--- config.mk ---
export PLATFORM = sky130hd
export DESIGN_NAME = nfc_host
export DESIGN_NICKNAME = d
export VERILOG_FILES = /design/src/include/nfc_pkg.sv /design/src/logic/nfc_host.sv /design/src/logic/nfc_sync.sv
export VERILOG_INCLUDE_DIRS = /design/src /design/src/include
export SDC_FILE = /design/constraint.sdc
export NUM_CORES = 1
export LEC_CHECK = 0
export ABC_AREA = 0
export BUFFER_PORTS_ARGS = -buffer_cell sky130_fd_sc_hd__buf_2
export CELL_PAD_IN_SITES_DETAIL_PLACEMENT = 0
export CELL_PAD_IN_SITES_GLOBAL_PLACEMENT = 1
export CORE_UTILIZATION = 40
export DETAILED_ROUTE_END_ITERATION = 7
export PLACE_DENSITY_LB_ADDON = 0.2
export SLEW_MARGIN = 5
export SYNTH_ARGS = -nofsm -noshare
export SYNTH_HDL_FRONTEND = slang
export SYNTH_SLANG_ARGS = --single-unit
--- constraint.sdc ---
create_clock -name clock -period 2.8 [get_ports clock]
set_clock_uncertainty 0.1 [all_clocks]
set_input_delay 0.14 -clock clock [delete_from_list [all_inputs] [get_ports clock]]
set_output_delay 0.14 -clock clock [all_outputs]
set_load 0.01 [all_outputs]
--- src/include/nfc_cfg.svh ---
// timing counts, command codes and geometry of the nand pin sequencer
// What this block does
// - cle high: wr strobe rise latches command
// - ale high: wr strobe rise latches address
// - every byte latched on write strobe rise
// - device answers only when selected, not busy
// - reset command first after power-on
// - one shared bus, latch enables distinguish
// - five address cycles, two column, three row; erase sends the three row only
`ifndef NFC_CFG_SVH
`define NFC_CFG_SVH
`define NFC_CLK_MHZ      200
`define NFC_WE_NS        20
`define NFC_RE_NS        30
`define NFC_WB_NS        100
`define NFC_WE_CYC       ((`NFC_WE_NS * `NFC_CLK_MHZ + 999) / 1000)
`define NFC_RE_CYC       ((`NFC_RE_NS * `NFC_CLK_MHZ + 999) / 1000)
`define NFC_WB_CYC       ((`NFC_WB_NS * `NFC_CLK_MHZ + 999) / 1000)
`define NFC_T_READ_US    45
`define NFC_T_READ_MP_US 55
`define NFC_T_PROG_US    350
`define NFC_T_ERASE_MS   4
`define NFC_MAIN_BYTES   2048
`define NFC_SPARE_BYTES  128
`define NFC_PAGES_BLK    64
`define NFC_BLKS_PLANE   2048
`define NFC_COL_W        13
`define NFC_PAGE_W       6
`define NFC_BLK_W        13
`define NFC_ROW_W        19
`define NFC_LEN_W        12
`define NFC_ADDR_LAST    3'h4
`define NFC_ROW_FIRST    3'h2
`define NFC_CMD_RESET    8'hff
`define NFC_CMD_READ1    8'h00
`define NFC_CMD_READ2    8'h30
`define NFC_CMD_PROG1    8'h80
`define NFC_CMD_PROG2    8'h10
`define NFC_CMD_ERASE1   8'h60
`define NFC_CMD_ERASE2   8'hd0
`define NFC_CMD_STATUS   8'h70
`endif

--- src/include/nfc_pkg.sv ---
// types shared by the nand pin sequencer
package nfc_pkg;
	typedef enum logic [2:0] {
		op_reset,
		op_read,
		op_program,
		op_erase,
		op_status
	} nfc_op_t;
	typedef enum {
		st_por,
		st_idle,
		st_cmd1,
		st_addr,
		st_wdata,
		st_cmd2,
		st_wb,
		st_busy,
		st_rdata,
		st_done
	} nfc_state_t;
endpackage

--- src/logic/nfc_host.sv ---
// host-side nand flash pin sequencer: commands, addresses, data, busy wait
`timescale 1ns/1ps
`include "nfc_cfg.svh"
module nfc_host #(
	parameter int         WE_CYC  = `NFC_WE_CYC,
	parameter int         RE_CYC  = `NFC_RE_CYC,
	parameter int         WB_CYC  = `NFC_WB_CYC,
	parameter logic       PROTECT = 1'b0
) (
	input  wire logic                   clock,
	input  wire logic                   nrst,
	input  wire logic                   supply_ok,
	input  wire logic                   req_valid,
	input  wire nfc_pkg::nfc_op_t       req_op,
	input  wire logic [`NFC_COL_W-1:0]  req_col,
	input  wire logic [`NFC_ROW_W-1:0]  req_row,
	input  wire logic [`NFC_LEN_W-1:0]  req_len,
	output logic                        req_ready,
	output logic                        done,
	input  wire logic                   wr_valid,
	input  wire logic [7:0]             wr_data,
	output logic                        wr_ready,
	output logic                        rd_valid,
	output logic [7:0]                  rd_data,
	output logic                        nand_ce_n,
	output logic                        nand_cle,
	output logic                        nand_ale,
	output logic                        nand_we_n,
	output logic                        nand_re_n,
	output logic                        nand_wp_n,
	output logic                        power_on_protect_enable,
	output logic [7:0]                  nand_dq_o,
	output logic                        nand_dq_oe,
	input  wire logic [7:0]             nand_dq_i,
	input  wire logic                   nand_rb_n
);
	import nfc_pkg::*;

	nfc_state_t              state_ff;
	nfc_op_t                 op_ff;
	logic [5:0]              ph_ff;
	logic [2:0]              idx_ff;
	logic [`NFC_LEN_W-1:0]   cnt_ff;
	logic [`NFC_COL_W-1:0]   col_ff;
	logic [`NFC_ROW_W-1:0]   row_ff;
	logic [7:0]              wbuf_ff;
	logic [7:0]              dq_s;
	logic                    rb_s;
	logic                    sup_s;
	logic [7:0]              cur_byte;
	logic                    byte_st;
	logic                    byte_end;
	logic                    wr_take;

	nfc_sync #(.W(10)) u_sync (
		.clock (clock),
		.nrst  (nrst),
		.d     ({supply_ok, nand_rb_n, nand_dq_i}),
		.q     ({sup_s, rb_s, dq_s})
	);

	localparam logic [5:0] WE_END = 6'(2 * WE_CYC);
	localparam logic [5:0] WE_LO  = 6'(WE_CYC);
	localparam logic [5:0] RE_LO  = 6'(RE_CYC);
	localparam logic [5:0] RE_SMP = 6'(RE_CYC + 2);
	localparam logic [5:0] RE_END = 6'(2 * RE_CYC);
	localparam logic [5:0] WB_END = 6'(WB_CYC);

	// address byte order, two column then three row
	function automatic logic [7:0] addr_byte(input logic [2:0] i,
			input logic [`NFC_COL_W-1:0] c, input logic [`NFC_ROW_W-1:0] r);
		unique case (i)
			3'h0:    addr_byte = c[7:0];
			3'h1:    addr_byte = {3'h0, c[12:8]};
			3'h2:    addr_byte = r[7:0];
			3'h3:    addr_byte = r[15:8];
			default: addr_byte = {5'h0, r[18:16]};
		endcase
	endfunction

	assign byte_st  = state_ff inside {st_cmd1, st_addr, st_wdata, st_cmd2};
	assign wr_take  = wr_ready && wr_valid;
	assign byte_end = byte_st && ph_ff == WE_END;

	// command, address and data share the one bus
	always_comb begin
		cur_byte = 8'h00;
		unique case (state_ff)
			st_cmd1: begin
				unique case (op_ff)
					op_reset:   cur_byte = `NFC_CMD_RESET;
					op_read:    cur_byte = `NFC_CMD_READ1;
					op_program: cur_byte = `NFC_CMD_PROG1;
					op_erase:   cur_byte = `NFC_CMD_ERASE1;
					default:    cur_byte = `NFC_CMD_STATUS;
				endcase
			end
			st_cmd2: begin
				unique case (op_ff)
					op_read:    cur_byte = `NFC_CMD_READ2;
					op_program: cur_byte = `NFC_CMD_PROG2;
					default:    cur_byte = `NFC_CMD_ERASE2;
				endcase
			end
			st_addr:  cur_byte = addr_byte(idx_ff, col_ff, row_ff);
			st_wdata: cur_byte = wbuf_ff;
			default:  cur_byte = 8'h00;
		endcase
	end

	// byte phase: 0 setup, 1..W strobe low, W+1..2W strobe high
	always_ff @(posedge clock or negedge nrst) begin
		if (!nrst) begin
			ph_ff <= 6'h00;
		end else if (state_ff == st_wdata && ph_ff == 6'h00) begin
			ph_ff <= wr_take ? 6'h01 : 6'h00;
		end else if (byte_end || (state_ff == st_rdata && ph_ff == RE_END)
				|| (state_ff == st_wb && ph_ff == WB_END)) begin
			ph_ff <= 6'h00;
		end else if (byte_st || state_ff inside {st_rdata, st_wb}) begin
			ph_ff <= ph_ff + 6'h01;
		end else begin
			ph_ff <= 6'h00;
		end
	end

	always_ff @(posedge clock or negedge nrst) begin
		if (!nrst) begin
			state_ff <= st_por;
			op_ff    <= op_reset;
			idx_ff   <= 3'h0;
			cnt_ff   <= '0;
			col_ff   <= '0;
			row_ff   <= '0;
		end else begin
			unique case (state_ff)
				// reset goes out first, once supply is good
				st_por: if (sup_s) begin
					op_ff    <= op_reset;
					state_ff <= st_cmd1;
				end
				// new command only while the device is ready
				st_idle: if (req_valid && req_ready) begin
					op_ff    <= req_op;
					col_ff   <= req_col;
					row_ff   <= req_row;
					cnt_ff   <= (req_op == op_status) ? `NFC_LEN_W'(1) : req_len;
					state_ff <= st_cmd1;
				end
				st_cmd1: if (byte_end) begin
					unique case (op_ff)
						op_reset:  state_ff <= st_wb;
						op_status: state_ff <= st_rdata;
						op_erase: begin
							idx_ff   <= `NFC_ROW_FIRST;
							state_ff <= st_addr;
						end
						default: begin
							idx_ff   <= 3'h0;
							state_ff <= st_addr;
						end
					endcase
				end
				st_addr: if (byte_end) begin
					idx_ff <= idx_ff + 3'h1;
					if (idx_ff == `NFC_ADDR_LAST)
						state_ff <= (op_ff == op_program) ? st_wdata : st_cmd2;
				end
				st_wdata: if (byte_end) begin
					cnt_ff <= cnt_ff - `NFC_LEN_W'(1);
					if (cnt_ff <= `NFC_LEN_W'(1))
						state_ff <= st_cmd2;
				end
				st_cmd2: if (byte_end) begin
					state_ff <= st_wb;
				end
				st_wb: if (ph_ff == WB_END) begin
					state_ff <= st_busy;
				end
				// the array time is covered by polling ready
				st_busy: if (rb_s) begin
					state_ff <= (op_ff == op_read) ? st_rdata : st_done;
				end
				st_rdata: if (ph_ff == RE_END) begin
					cnt_ff <= cnt_ff - `NFC_LEN_W'(1);
					if (cnt_ff <= `NFC_LEN_W'(1))
						state_ff <= st_done;
				end
				st_done: state_ff <= st_idle;
			endcase
		end
	end

	// write data: one byte taken per strobe cycle, stalls while wr_valid is low
	always_ff @(posedge clock or negedge nrst) begin
		if (!nrst) begin
			wr_ready <= 1'b0;
			wbuf_ff  <= 8'h00;
		end else begin
			wr_ready <= state_ff == st_wdata && ph_ff == 6'h00 && !wr_take;
			if (wr_take)
				wbuf_ff <= wr_data;
		end
	end

	// pin drive, one cycle behind the sequencer
	always_ff @(posedge clock or negedge nrst) begin
		if (!nrst) begin
			nand_ce_n  <= 1'b1;
			nand_cle   <= 1'b0;
			nand_ale   <= 1'b0;
			nand_we_n  <= 1'b1;
			nand_re_n  <= 1'b1;
			nand_wp_n  <= 1'b0;
			nand_dq_o  <= 8'h00;
			nand_dq_oe <= 1'b0;
			power_on_protect_enable <= 1'b0;
		end else begin
			// select only while a sequence runs
			nand_ce_n <= state_ff inside {st_por, st_idle, st_done};
			// command latch enable for command bytes
			nand_cle  <= state_ff inside {st_cmd1, st_cmd2};
			// address latch enable for address bytes
			nand_ale  <= state_ff == st_addr;
			// rising write strobe ends each byte
			nand_we_n <= !(byte_st && ph_ff >= 6'h01 && ph_ff <= WE_LO);
			// one read strobe fall per byte fetched
			nand_re_n <= !(state_ff == st_rdata && ph_ff >= 6'h01 && ph_ff <= RE_LO);
			// release write protect only for program and erase
			nand_wp_n <= op_ff inside {op_program, op_erase}
				&& !(state_ff inside {st_por, st_idle});
			// host drives the bus only for its own bytes
			nand_dq_oe <= byte_st;
			// a data byte reaches the bus one cycle before its write strobe falls
			nand_dq_o  <= wr_take ? wr_data : cur_byte;
			// held low unless protection is wanted
			power_on_protect_enable <= PROTECT;
		end
	end

	always_ff @(posedge clock or negedge nrst) begin
		if (!nrst) begin
			req_ready <= 1'b0;
			done      <= 1'b0;
			rd_valid  <= 1'b0;
			rd_data   <= 8'h00;
		end else begin
			// ready needs supply and a released busy line
			req_ready <= state_ff == st_idle && rb_s && sup_s && !(req_valid && req_ready);
			done      <= state_ff == st_done;
			rd_valid  <= state_ff == st_rdata && ph_ff == RE_SMP;
			if (state_ff == st_rdata && ph_ff == RE_SMP)
				rd_data <= dq_s;
		end
	end

	logic any_cmd_ff;
	always_ff @(posedge clock or negedge nrst) begin
		if (!nrst)
			any_cmd_ff <= 1'b0;
		else if (nand_cle && !nand_we_n)
			any_cmd_ff <= 1'b1;
	end

	a_latch_excl: assert property (@(posedge clock) disable iff (!nrst)
		!(nand_cle && nand_ale)) else $error("cle and ale both high");
	a_first_reset: assert property (@(posedge clock) disable iff (!nrst)
		(nand_cle && !nand_we_n && !any_cmd_ff) |-> nand_dq_o == 8'hff)
		else $error("first command is not reset");
	a_oe_selected: assert property (@(posedge clock) disable iff (!nrst)
		nand_dq_oe |-> !nand_ce_n) else $error("bus driven while deselected");
	a_strobe_desel: assert property (@(posedge clock) disable iff (!nrst)
		nand_ce_n |-> nand_we_n && nand_re_n) else $error("strobe while deselected");
	a_we_width: assert property (@(posedge clock) disable iff (!nrst)
		$fell(nand_we_n) |-> !nand_we_n[*4] ##1 nand_we_n)
		else $error("write strobe width wrong");
	a_dq_stable: assert property (@(posedge clock) disable iff (!nrst)
		(!nand_we_n || $rose(nand_we_n)) |-> $stable(nand_dq_o))
		else $error("bus changed around write strobe");
	a_wp_read: assert property (@(posedge clock) disable iff (!nrst)
		(op_ff inside {op_read, op_status, op_reset}) |-> !nand_wp_n)
		else $error("write protect released outside program or erase");
	a_busy_wait: assert property (@(posedge clock) disable iff (!nrst)
		(state_ff == st_idle && req_valid && req_ready) |-> $past(rb_s))
		else $error("command accepted while busy");
	a_rd_strobe: assert property (@(posedge clock) disable iff (!nrst)
		rd_valid |-> $past(!nand_re_n, 2)) else $error("sample without read strobe");
	a_done_pulse: assert property (@(posedge clock) disable iff (!nrst)
		done |=> !done ##1 nand_ce_n) else $error("done not a single pulse");

	c_reset_done: cover property (@(posedge clock) disable iff (!nrst)
		op_ff == op_reset && done);
	c_read_byte: cover property (@(posedge clock) disable iff (!nrst)
		op_ff == op_read && rd_valid);
	c_program: cover property (@(posedge clock) disable iff (!nrst)
		op_ff == op_program && done);
	c_erase: cover property (@(posedge clock) disable iff (!nrst)
		op_ff == op_erase && done);
endmodule

--- src/logic/nfc_sync.sv ---
// two-stage synchroniser for pin inputs
`timescale 1ns/1ps
module nfc_sync #(
	parameter int W = 1
) (
	input  wire logic         clock,
	input  wire logic         nrst,
	input  wire logic [W-1:0] d,
	output logic      [W-1:0] q
);
	logic [W-1:0] meta_ff;
	always_ff @(posedge clock or negedge nrst) begin
		if (!nrst) begin
			meta_ff <= '0;
			q       <= '0;
		end else begin
			meta_ff <= d;
			q       <= meta_ff;
		end
	end
endmodule

Yosys cells after proc, flatten, opt, wreduce, memory -nomap -nowiden
Cells that the tools add are included.
- register bits after elaboration: 143
- bits in latches: 0
- RAM bits: 0
- ROM bits: 0
- input port bits: 69
- output and inout bits: 28
- memories kept: 0
- add/sub/neg operators: 3
- $mul: 0
- div/mod/pow operators: 0
- order comparisons: 4
- equality and inequality tests: 40
- shift operators: 0
- multiplexer cells: 37
- bitwise gates (word level): 0
- reduce and logical (&&, ||, !) cells: 42
- operators by type and width (cell ; count):
    $mux W32 ; 12
    $pmux W32 S10 ; 1
    $eq A32 B3 Y1 const B ; 5
    $eq A32 B4 Y1 const B ; 4
    $eq A32 B2 Y1 const B ; 3
    $pmux W8 S4 ; 3
    $eq A32 B5 Y1 const B ; 2
    $mux W12 ; 4
    $pmux W12 S3 ; 1
    $eq A32 B1 Y1 const B ; 1
    $logic_not A32 Y1 ; 1
    $mux W6 ; 3
    $pmux W3 S2 ; 3
    $logic_and A1 B1 Y1 ; 16
    $pmux W8 S2 ; 1
    $ne A2 B2 Y1 const B ; 7
    $eq A3 B2 Y1 const B ; 4
    $eq A6 B4 Y1 const B ; 2
    $le A12 B1 Y1 const B ; 1
    $le A6 B3 Y1 const B ; 2
    $mux W3 ; 4
    $ne A2 B1 Y1 const B ; 6
    $reduce_and A12 Y1 ; 1
    $sub A12 B1 Y12 const B ; 1
    other kinds (20) ; 38

Logic depth before layout (Yosys ltp)
- depth after elaboration: 7
- depth in mapped cells: 8
- gate-level depth less buffers: 7

Modules after synthesis
From an unflattened synthesis, not the netlist that was laid out.
- cells, all modules: 477
- area total of the unflattened synthesis: 5277.6 um^2
- modules (own cells, without submodules) (module ; times used ; cells an instance ; area each (um^2) ; seq. area each (um^2)):
    nfc_host ; 1 ; 457 ; 4777.1 ; 2381.0
    nfc_sync ; 1 ; 20 ; 500.5 ; 500.5

Worst setup path before layout
OpenSTA, ideal clock, no wires.
- path type: reg2reg
- start point: register ph_ff[0]
- end point: register state_ff[0]
- arrival time: 2.023 ns
- data required time: 2.575 ns
- path slack: 0.552 ns
- cell stages (with the launch flop): 8
- buffers on the path: 0
- clock period less this slack: 2.248 ns
- path through: dfrtp_1 -> inv_1 -> ha_1 -> nor2b_1 -> or4bb_1 -> and4_1 -> nand3b_4 -> mux2_2
- longest elaborated chain between the ends: 4
- elaborated cells between the ends (all ways): 11
- those cells by class: eq/ne (9); reduce/logical (2)
- RTL lines (item ; RTL line ; RTL):
    from (decl) ; nfc_host.sv:41 ; logic [5:0] ph_ff;
    from (signal assigned) ; nfc_host.sv:116 ; ph_ff <= wr_take ? 6'h01 : 6'h00;
    from (signal assigned) ; nfc_host.sv:121 ; ph_ff <= ph_ff + 6'h01;
    $eq A6 B4 Y1 ; nfc_host.sv:83 ; assign byte_end = byte_st && ph_ff == WE_END;
    $logic_and A1 B1 Y1 ; nfc_host.sv:83 ;
    $ne A2 B2 Y1 (no source line) ; - ;
    $reduce_and A12 Y1 (no source line) (*) ; - ;
    to (signal assigned) ; nfc_host.sv:129 ; state_ff <= st_por;
    to (signal assigned) ; nfc_host.sv:140 ; state_ff <= st_cmd1;
    to (signal assigned) ; nfc_host.sv:148 ; state_ff <= st_cmd1;
    to (decl) ; nfc_host.sv:39 ; nfc_state_t state_ff;
Every way passes the cells marked *; elsewhere a longest branch is shown, timed or not.
A chain may end at the register's enable or synchronous reset.

Worst setup path after layout
- start point: register ph_ff[0]
- end point: register state_ff[1]
The elaborated chain is that of the path after synthesis.

==> flow_summary_export.csv <==
group,metric,value,unit
run_status,status,"finished, final reports clean",
worst_hold_path,hp-start,"req_len[9]",
setup_path,critPathCaptureType,"flop",
final_layout,area_delta_synth_final,35.0,%
logic_synthesis,syn_nets,568,
final_layout,fillers,1140,
worst_hold_path,hold-path-endpoint,"cnt_ff[9]$_DFFE_PN0P_",
floorplanning,start_util,41.6,%
global_routing,antenna_found_initial,0,
setup_path,crit_family,"simple AND/OR/NAND/NOR gates",
logic_synthesis,synth-simple-area-share,15.0,%
timing,finalSetupTns,0,ps
global_routing,overflow,0,
floorplanning,core,12800,µm²
clock_tree,cts.path.max_buffers,2,
setup_path,slowest_delay,490,ps
floorplanning,die_h,118,µm
floorplanning,die_x,118,µm
detailed_routing,ant_nets,0,
clock_tree,clock_sinks,115,
detailed_routing,drc_errors,0,
final_layout,instances_no_fill,834,
final_layout,antenna_cells,0,
flow_run,cap_violations,0,
timing,finalHoldViolCount,0,
logic_synthesis,ys_ff_latch,115,
final_layout,seq_area,2880,µm²
power_and_ir_drop,leakage,0.00338,µW
global_routing,grt_pass1_wl,22300,µm
setup_path,cp.arrival,2640,ps
place,place.gp.congestion,0.775,
setup_path,cp.required,2990,ps
logic_synthesis,synthesis.area,5340,µm²
place,port_buffers,95,
global_routing,grtUsageTotal,20.6,%
logic_synthesis,netlist_top_cells_count,"dfrtp_1, nand2_1, mux2_2, nor2_1, o21ai_0",
setup_path,worstSetupPathType,"flop to flop",
setup_path,r2r_end,"state_ff[1]$_DFFE_PN0P_",
timing,worst_slack,353,ps
power_and_ir_drop,power.density,528,nW/µm²
timing,fin_crit,2450,ps
floorplanning,io_pins,97,
clock_tree,clkLatencyLatePin,410,ps
timing,timing.hold.ws,63.6,ps
detailed_routing,vias,4329,
setup_path,r2r_slack,350,ps
logic_synthesis,avgSynthCellArea,10.9,µm²
clock_tree,cts_root_buffer,"clkbuf_16",
timing,post-route-period-util,87.4,%
timing,finalSetupViolations,0,
logic_synthesis,synth-main-ff-cell,"dfrtp_1",
logic_synthesis,yosysMostFrequentCell,"dfrtp_1",
timing,rsz0062_at_grt,"false",
logic_synthesis,synthTopCellsByArea,"dfrtp_1, mux2_2, nand2_1",
clock_tree,clk_pin_slew,50,ps
timing,drv_slew,0,
worst_hold_path,hp-class,"primary input to flop",
logic_synthesis,synth-xor-area-share,1.31,%
place,pre_cts_slack,373,ps
worst_hold_path,worstHoldPathCells,4,
logic_synthesis,ys.warnings.count,0,
setup_path,critPathBufInv,1,
setup_path,worst_setup_path_start_kind,"flop",
timing,worst_pin_slew,658,ps
logic_synthesis,synth_compound_area_share,14.1,%
logic_synthesis,synth_top_family_by_area,"simple AND/OR/NAND/NOR gates",
place,dp_hpwl,8800,µm
setup_path,crit_path_cell_trace,"inv_1, ha_1, nor2b_1, or4bb_1, and4_1, nand3b_4, mux2_2",
floorplanning,die_area,13800,µm²
logic_synthesis,synth_top_cell_area_share,52.5,%
global_routing,grt_max_degree,45,
logic_synthesis,synth_cell_types,69,
detailed_routing,avgRoutedWirePerCell,15.6,µm
setup_path,rr_worst_depth,7,
global_routing,grt_pass1_vias,4495,
timing,relSlewSlack,56.1,%
final_layout,multiInputGateArea,2270,µm²
place,post-place-cells,739,
clock_tree,cts_buffers,17,
logic_synthesis,netlist_instances,488,
detailed_routing,drt_iter0_drc,227,
timing,fmaxAchievable,0.409,GHz
clock_tree,cts-resized-gates,0,
setup_path,crit_fanout,5,
final_layout,final_nets,731,
clock_tree,cts_max_level,4,
logic_synthesis,synthAdderAreaFrac,2.58,%
detailed_routing,first_pass_iters,5,
logic_synthesis,synth_area_leader_cell,"dfrtp_1",
logic_synthesis,synthMuxAreaShare,9.26,%
floorplanning,rows,41,
setup_path,r2r_start,"ph_ff[0]$_DFF_PN0_",
logic_synthesis,ys_seq_area_share,54.0,%
power_and_ir_drop,ir_drop,0.354,mV
clock_tree,cts_tree,"yes",
logic_synthesis,synth_edf_count,0,
clock_tree,post_cts_buffers,0,
setup_path,crit_slowest_cell,"or4bb_1",
logic_synthesis,synthArstFlopShare,100,%
detailed_routing,postRouteWirelength,13000,µm
final_layout,drive_gt1_share,29.3,%
detailed_routing,via_per_inst,5.19,
## report_power, final
| part | total, µW | internal, µW | switching (µW) |
|---|---|---|---|
| Sequential | 1710 | 1700 | 16.0 |
| Clock | 1900 | 1180 | 728 |
| Combinational | 188 | 112 | 76.3 |
| Total | 3810 | 2980 | 821 |
## area by class of cell
class / count / area share (%)
Multi-Input combinational cell: 329 / 31.4
Sequential cell: 115 / 40.0
Tap cell: 172 / 2.99
Inverter: 13 / 0.677
Clock inverter: 10 / 0.851
Clock buffer: 20 / 6.48
Timing Repair Buffer: 175 / 17.6
## per-layer routing
layer,track usage [%],wire length (µm)
met4,8.41,233
met3,4.99,455
met5,0,0
met2,32.6,6030
met1,27.1,6250
## worst reg2reg max path: cells and delay by family, from the launching register on
kind | cells | cell delay (ps)
AND/OR/NAND/NOR | 4 | 1180
flip-flops | 1 | 410
multiplexers | 1 | 290
adder cells (fa/ha/maj) | 1 | 240
buffers and inverters | 1 | 110
## sequential cells by signal (all words and copies together), names as in the netlist, 3 cells and up
| signal | flops |
|---|---|
| u_sync.q | 10 |
| u_sync.meta_ff | 10 |
| ph_ff | 6 |
| idx_ff | 3 |
| cnt_ff | 12 |
| rd_data | 8 |
| state_ff | 4 |
| row_ff | 19 |
| wbuf_ff | 8 |
| nand_dq_o | 8 |
| col_ff | 13 |
| op_ff | 3 |
## cells in the final DEF (no fill, tap or decap), drive strengths merged, types with 3 or more instances in the layout
cell type | Yosys | final
nor3 | 13 | 13
buf | 10 | 110
nor2b | 3 | 3
o211ai | 9 | 9
nor2 | 39 | 39
nor3b | 4 | 4
dfstp | 3 | 3
and3 | 3 | 3
a21oi | 17 | 17
nor4 | 4 | 4
ha | 11 | 11
nand2 | 52 | 52
nand2b | 6 | 6
clkinvlp | 0 | 3
a22o | 4 | 4
dlygate4sd3 | 0 | 65
a31oi | 8 | 8
xnor2 | 5 | 5
clkbuf | 21 | 20
xor2 | 3 | 3
nand3 | 11 | 11
a222oi | 5 | 5
o22ai | 3 | 3
a22oi | 5 | 5
o21ai | 26 | 26
o22a | 3 | 3
mux2 | 43 | 43
and2 | 4 | 4
clkinv | 0 | 7
or4 | 3 | 3
or2 | 3 | 3
dfrtp | 112 | 112
a221oi | 3 | 3
inv | 13 | 13
## timing repair
action,CTS,global route
hold endpoints to repair,110,0
setup endpoints to repair,0,0
hold buffers,65,0
## logic make-up after synthesis
family | Yosys count
buf+inv | 44
flops | 115
other cells | 1
fa+ha+maj | 11
simple gates | 158
xor+xnor | 8
mux | 44
compound gates | 107
## stage by stage
step	cell area (µm²)	util, %	power (µW)
floorplan	5340	-	1760
global placement	6030	47.0	1860
detailed placement	6030	47.0	1860
CTS	7210	56.2	3850
global route	7210	56.2	3960
finish	7210	56.2	3810
## how the worst max path moves through the flow
stage / startpoint / end / slack [ps] / cells past startpoint
after floorplan: ph_ff[0]$_DFF_PN0_ / state_ff[0]$_DFFE_PN0P_ / 550 / 7
after CTS: ph_ff[0]$_DFF_PN0_ / state_ff[1]$_DFFE_PN0P_ / 350 / 7
final: ph_ff[0]$_DFF_PN0_ / state_ff[1]$_DFFE_PN0P_ / 350 / 7
after global placement: ph_ff[0]$_DFF_PN0_ / state_ff[0]$_DFFE_PN0P_ / 470 / 7
after global routing: ph_ff[0]$_DFF_PN0_ / state_ff[0]$_DFFE_PN0P_ / 220 / 7
after detailed placement: ph_ff[0]$_DFF_PN0_ / state_ff[1]$_DFFE_PN0P_ / 370 / 7
Note: power is estimated with default switching activity, not from simulation.
